==> config.mk <==
export PLATFORM = sky130hd
export DESIGN_NAME = sfbi_unit
export DESIGN_NICKNAME = d
export VERILOG_FILES = /design/src/hdl/sfbi_pkg.sv /design/src/hdl/sfbi_unit.sv
export SDC_FILE = /design/constraint.sdc
export NUM_CORES = 1
export LEC_CHECK = 0
export ABC_CLOCK_PERIOD_IN_PS = 2100
export BUFFER_PORTS_ARGS = -buffer_cell sky130_fd_sc_hd__buf_2
export CORE_ASPECT_RATIO = 1.2
export CORE_MARGIN = 3
export CORE_UTILIZATION = 50
export CTS_BUF_LIST = sky130_fd_sc_hd__clkbuf_2
export DETAILED_ROUTE_END_ITERATION = 8
export GPL_TIMING_DRIVEN = 1
export PLACE_DENSITY = 0.8
export SETUP_SLACK_MARGIN = 0.1
export SYNTH_ARGS = -nofsm -noshare
export SYNTH_HDL_FRONTEND = slang
export SYNTH_SLANG_ARGS = --single-unit
==> constraint.sdc <==
create_clock -name clk_sys -period 2.1 [get_ports clk_sys]
set_clock_uncertainty 0.05 [all_clocks]
set_input_delay 0.63 -clock clk_sys [delete_from_list [all_inputs] [get_ports clk_sys]]
set_output_delay 0.63 -clock clk_sys [all_outputs]
set_load 0.005 [all_outputs]
==> src/hdl/sfbi_pkg.sv <==
// Constants for the status-flag and bit instruction unit.
// Assumes the core supplies pre-decoded opcodes on the unit's ports.
package sfbi_pkg;
	// ----------------------------------------------------------------
	// Status register bit positions
	// ----------------------------------------------------------------
	localparam int unsigned FLAG_C = 0;
	localparam int unsigned FLAG_Z = 1;
	localparam int unsigned FLAG_N = 2;
	localparam int unsigned FLAG_V = 3;
	localparam int unsigned FLAG_S = 4;
	localparam int unsigned FLAG_H = 5;
	localparam int unsigned FLAG_T = 6;
	localparam int unsigned FLAG_I = 7;
	localparam logic [7:0] STATUS_RESET = 8'h00;
	localparam logic [7:0] REG_RESET    = 8'h00;

	// ----------------------------------------------------------------
	// Cycle counts
	// ----------------------------------------------------------------
	localparam int unsigned SINGLE_CYCLES = 1;
	localparam int unsigned SLEEP_CYCLES  = 3;
	localparam logic [1:0]  SLEEP_LAST    = 2'(SLEEP_CYCLES - 1);

	// ----------------------------------------------------------------
	// Operation codes
	// ----------------------------------------------------------------
	typedef enum logic [3:0] {
		SFBI_OP_NOP,
		SFBI_OP_BIT_STORE,
		SFBI_OP_BIT_LOAD,
		SFBI_OP_FLAG_SET,
		SFBI_OP_FLAG_CLEAR,
		SFBI_OP_SLEEP,
		SFBI_OP_WDOG_RESTART
	} sfbi_op_t;

	typedef enum logic {
		SFBI_IDLE,
		SFBI_SLEEPING
	} sfbi_state_t;
endpackage

==> src/hdl/sfbi_unit.sv <==
// Executes bit transfer, flag set/clear, no-op, sleep and watchdog restart.
// Assumes the core holds opValid for one cycle per instruction when busy is low.
// What this block does
// - Bit store copies chosen source bit into T; one cycle, no other flag.
// - Bit load writes T into chosen destination bit; one cycle, flags unchanged.
// - Overflow set/clear force V to one/zero in one cycle only.
// - Half carry set/clear force H to one/zero in one cycle only.
// - Signed test set/clear force S to one/zero in one cycle only.
// - Sleep changes no flag, takes three cycles, then requests sleep mode.
// - Watchdog restart takes one cycle, no flag change, pulses watchdog restart.
`timescale 1ns/1ps
`default_nettype none
module sfbi_unit (
	input  wire logic             clk_sys,
	input  wire logic             nrst,
	input  wire logic             clkEn,
	input  wire logic             opValid,
	input  wire sfbi_pkg::sfbi_op_t opCode,
	input  wire logic [2:0]       bitSel,
	input  wire logic [7:0]       srcReg,
	input  wire logic [7:0]       dstReg,
	output logic [7:0]            statusReg,
	output logic [7:0]            regOut,
	output logic                  regWrite,
	output logic                  done,
	output logic                  busy,
	output logic                  sleepReq,
	output logic                  wdogRestart
);
	// ----------------------------------------------------------------
	// Decode
	// ----------------------------------------------------------------
	sfbi_pkg::sfbi_state_t state;
	logic [1:0]            sleepCnt;
	wire logic             take      = opValid && (state == sfbi_pkg::SFBI_IDLE);
	wire logic             isStore   = take && (opCode == sfbi_pkg::SFBI_OP_BIT_STORE);
	wire logic             isLoad    = take && (opCode == sfbi_pkg::SFBI_OP_BIT_LOAD);
	wire logic             isSet     = take && (opCode == sfbi_pkg::SFBI_OP_FLAG_SET);
	wire logic             isClr     = take && (opCode == sfbi_pkg::SFBI_OP_FLAG_CLEAR);
	wire logic             isSleep   = take && (opCode == sfbi_pkg::SFBI_OP_SLEEP);
	wire logic             isWdog    = take && (opCode == sfbi_pkg::SFBI_OP_WDOG_RESTART);
	wire logic             single    = take && !isSleep;
	wire logic [7:0]       bitMask   = 8'h01 << bitSel;
	wire logic             sleepEnd  = (state == sfbi_pkg::SFBI_SLEEPING)
		&& (sleepCnt == sfbi_pkg::SLEEP_LAST);

	// A flag op names its bit with bitSel, so one encoding covers every flag,
	// including V, H and S; only the named bit may move.
	wire logic [7:0] next_status =
		isStore ? ((statusReg & ~(8'h01 << sfbi_pkg::FLAG_T))
			| ({7'h00, srcReg[bitSel]} << sfbi_pkg::FLAG_T)) :
		isSet ? (statusReg | bitMask) :
		isClr ? (statusReg & ~bitMask) :
		statusReg;
	wire logic [7:0] next_regOut = (dstReg & ~bitMask)
		| (statusReg[sfbi_pkg::FLAG_T] ? bitMask : 8'h00);

	// ----------------------------------------------------------------
	// Status and result registers
	// ----------------------------------------------------------------
	always_ff @(posedge clk_sys or negedge nrst) begin
		if (!nrst) begin
			statusReg   <= sfbi_pkg::STATUS_RESET;
			regOut      <= sfbi_pkg::REG_RESET;
			regWrite    <= 1'b0;
			done        <= 1'b0;
			wdogRestart <= 1'b0;
		end else if (clkEn) begin
			statusReg   <= next_status;
			regOut      <= isLoad ? next_regOut : regOut;
			regWrite    <= isLoad;
			done        <= single || sleepEnd;
			wdogRestart <= isWdog;
		end
	end

	// ----------------------------------------------------------------
	// Sleep sequencer
	// ----------------------------------------------------------------
	// The request is raised as the third cycle retires so the sleep
	// controller sees it exactly once per instruction.
	always_ff @(posedge clk_sys or negedge nrst) begin
		if (!nrst) begin
			state    <= sfbi_pkg::SFBI_IDLE;
			sleepCnt <= 2'h0;
			busy     <= 1'b0;
			sleepReq <= 1'b0;
		end else if (clkEn) begin
			sleepReq <= sleepEnd;
			case (state)
				sfbi_pkg::SFBI_IDLE: begin
					sleepCnt <= 2'h1;
					busy     <= isSleep;
					if (isSleep) begin
						state <= sfbi_pkg::SFBI_SLEEPING;
					end
				end
				sfbi_pkg::SFBI_SLEEPING: begin
					sleepCnt <= sleepCnt + 2'h1;
					if (sleepEnd) begin
						state <= sfbi_pkg::SFBI_IDLE;
						busy  <= 1'b0;
					end
				end
				default: begin
					state <= sfbi_pkg::SFBI_IDLE;
					busy  <= 1'b0;
				end
			endcase
		end
	end
endmodule
`default_nettype wire

==> flow_summary.yaml <==
run_status:
  status: "finished clean"
floorplanning:
  die_y_um: 62.6
  die_area_mm2: 0.00333
  fp-row-count: 19
  io_pins: 48
  initial_core_util: 0.550
  core_mm2: 0.00242
  fp.dieW_um: 53.2
logic_synthesis:
  synthXorXnorAreaFrac: 0
  synth-async-reset-ratio: 1.00
  yosys_warnings: 0
  synth_top_family_by_area: "simple AND/OR/NAND/NOR gates"
  yosysTopAreaCellShare: 0.450
  synthTopCellsByArea: "dfrtp_1 45%, a21oi_1 5.3%, mux2i_1 5.3%, nor2_1 5.1%, mux2_1 5.1%"
  synth_mux_area_frac: 0.137
  ys_ff_latch: 24
  syn_inst: 130
  synth_ff_type: "dfrtp_1"
  synth_fa_ha_area_frac: 0.00938
  synth_edf_count: 0
  synth-seq-area-share: 0.450
  ys_types: 35
  syn_area_mm2: 0.00133
  syn_area_per_cell_um2: 10.3
  synth-compound-area-share: 0.137
  syn_nets: 158
  synth-simple-area-share: 0.233
  synth_top_cell_by_area: "dfrtp_1"
global_route:
  overflow: 0
  grt_start_max_net_pins: 25
  grt_pass1_wl_mm: 4.99
  grt_use_total: 0.197
  antenna_found_initial: 0
  grt_pass1_vias: 1187
sta:
  rsz0062_at_grt: "no"
  finalCriticalPeriod_ns: 1.74
  relSlewSlack: 0.643
  setup_viol: 0
  period_share: 0.828
  worst-slew-pin-transition_ns: 0.536
  hold_violations: 0
  drv_slew: 0
  fmax_mhz: 575
  worst_hold_slack_ns: 0.188
  worst_slack_ns: 0.362
cells_and_area:
  multi_input_area_um2: 688
  area_growth_pct: 23.4
  filler_cell_count: 218
  seq_area_um2: 601
  diodes: 0
  nets: 210
  drive_gt1_frac: 0.387
  fin_area_mm2: 0.00165
  utilization: 0.679
route:
  ant_nets: 0
  vias_per_cell: 5.47
  routed_wl_mm: 3.06
  drtIter0Drc: 15
  wl_per_cell_um: 14.5
  vias: 1159
  drc_errors: 0
  drt-pass1-iter-count: 2
placed_design:
  place_ws_ns: -0.0209
  gp_congestion: 0.791
  place_hpwl_mm: 2.39
  io_buffers: 47
  dpl_cell_area_mm2: 0.00163
setup_path:
  critical_path.top_delay_family: "simple AND/OR/NAND/NOR gates"
  critPathBufInv: 1
  startpoint: "opCode[1]"
  r2r_cells: 4
  end_kind: "flop"
  crit_slowest_cell: "or3b_4"
  r2r_end: "statusReg[1]"
  max_stage_delay_ns: 0.41
  required_ns: 2.30
  cp_data_arrival_time_ns: 1.93
  r2r_setup_slack_ns: 0.42
  path_depth: 5
  critPathLaunchType: "input pin"
  cp_cell_sequence: "buf_2 > or3b_4 > a21o_1 > nor3_2 > mux2_1"
  worstReg2RegStart: "state"
  path_class: "input pin to flop"
  critPathMaxFanout: 4
clock_network:
  cts_tree: "built"
  htree_levels: 1
  cts_buffer_depth: 2
  clockRootBuffer: "clkbuf_2"
  cts_hold_buf: 0
  cts_resized: 0
  clk_latency_ns: 0.33
  post_cts_buffers: 0
  cts.sink_count: 24
  clk_pin_slew_ns: 0.21
  cts_buffers: 3
pwr:
  ir_worst_vdd_uv: 562
  p_total_w: 0.00115
  p_leak_nw: 0.856
  power.density_mw_per_mm2: 696
job:
  cap_viol_max_count: 0
min_path:
  worstHoldPathType: "input pin to asynchronous set/reset pin"
## synth_stat cells, types with 2 or more instances
library cell  instances
nor3_1                2
o2bb2ai_1             3
dfrtp_1              24
nand3_1               3
nand2b_1              4
nor3_2                3
inv_1                 5
mux2_1                6
o21ai_0               2
nand3b_1              3
a21oi_1              14
mux2i_1               7
clkbuf_1              2
buf_2                 3
nand2_1               6
nor2_1               18
mux2_2                4
a21o_1                4
## worst reg2reg max path, delay by kind of cell, from the launching register on
family,cells,cell delay (ns)
DFF,1,0.49
and+or+nand+nor,2,0.46
muxes,1,0.34
AOI/OAI and AO/OA,1,0.26
## worst max-delay path by stage
stage / to / slack [ns]
floorplan: statusReg[1] / 0.19
global placement: statusReg[4] / 0.05
detailed placement: statusReg[1] / -0.02
CTS: statusReg[1] / 0.37
global route: statusReg[0] / 0.31
finish: statusReg[1] / 0.36
## layer usage
metal | global-route usage | vias up | wire length (µm)
met4 | 0.0671 | 0 | 20
li1 | - | 569 | -
met3 | 0.0239 | 2 | 166
met2 | 0.363 | 34 | 1610
met5 | 0 | - | 0
met1 | 0.223 | 554 | 1270
## state kept, by name (all words and copies together) (netlist names), named ones only
name / count
done: 1
busy: 1
regWrite: 1
statusReg: 7
regOut: 8
sleepReq: 1
sleepCnt: 2
state: 1
wdogRestart: 1
## per-stage QoR
stage,cells,setup TNS (ns)
after detailed placement,208,-0.0209
after global routing,212,0
after global placement,208,0
final,212,0
after CTS,212,0
after floorplan,130,0
## cells in the final DEF (no fill, tap or decap), types with 2 or more instances in the layout
cell type and count:
buf_2 47, dfrtp_1 24, nor2_1 18, a21oi_1 14, mux2i_1 7, mux2_1 6
nand2_1 6, buf_4 6, inv_1 5, nand2b_1 4, a21o_1 4, mux2_2 4
nand3b_1 3, nor3_2 3, nand3_1 3, o2bb2ai_1 3, clkbuf_2 3, o21ai_0 2
nor3_1 2
## cell type report
class / instances / share of cell area
Inverter: 5 / 0.0114
Multi-Input combinational cell: 95 / 0.418
Clock inverter: 1 / 0.00228
Clock buffer: 3 / 0.00913
Sequential cell: 24 / 0.365
Tap cell: 31 / 0.0236
Timing Repair Buffer: 53 / 0.170
## cell families (layout without fill, tap and decap cells)
logic type,after synthesis,after routing
muxes,17,17
and+or+nand+nor,49,49
adders and majority gates,1,1
AOI/OAI and AO/OA,28,28
buffers and inverters,11,62
DFF,24,24
## where the power goes
part	switching, W	internal (W)	total (W)
Sequential	0.0000711	0.000555	0.000626
Clock	0.000132	0.0000414	0.000174
Combinational	0.000170	0.000176	0.000346
(Power assumes the default switching activity.)
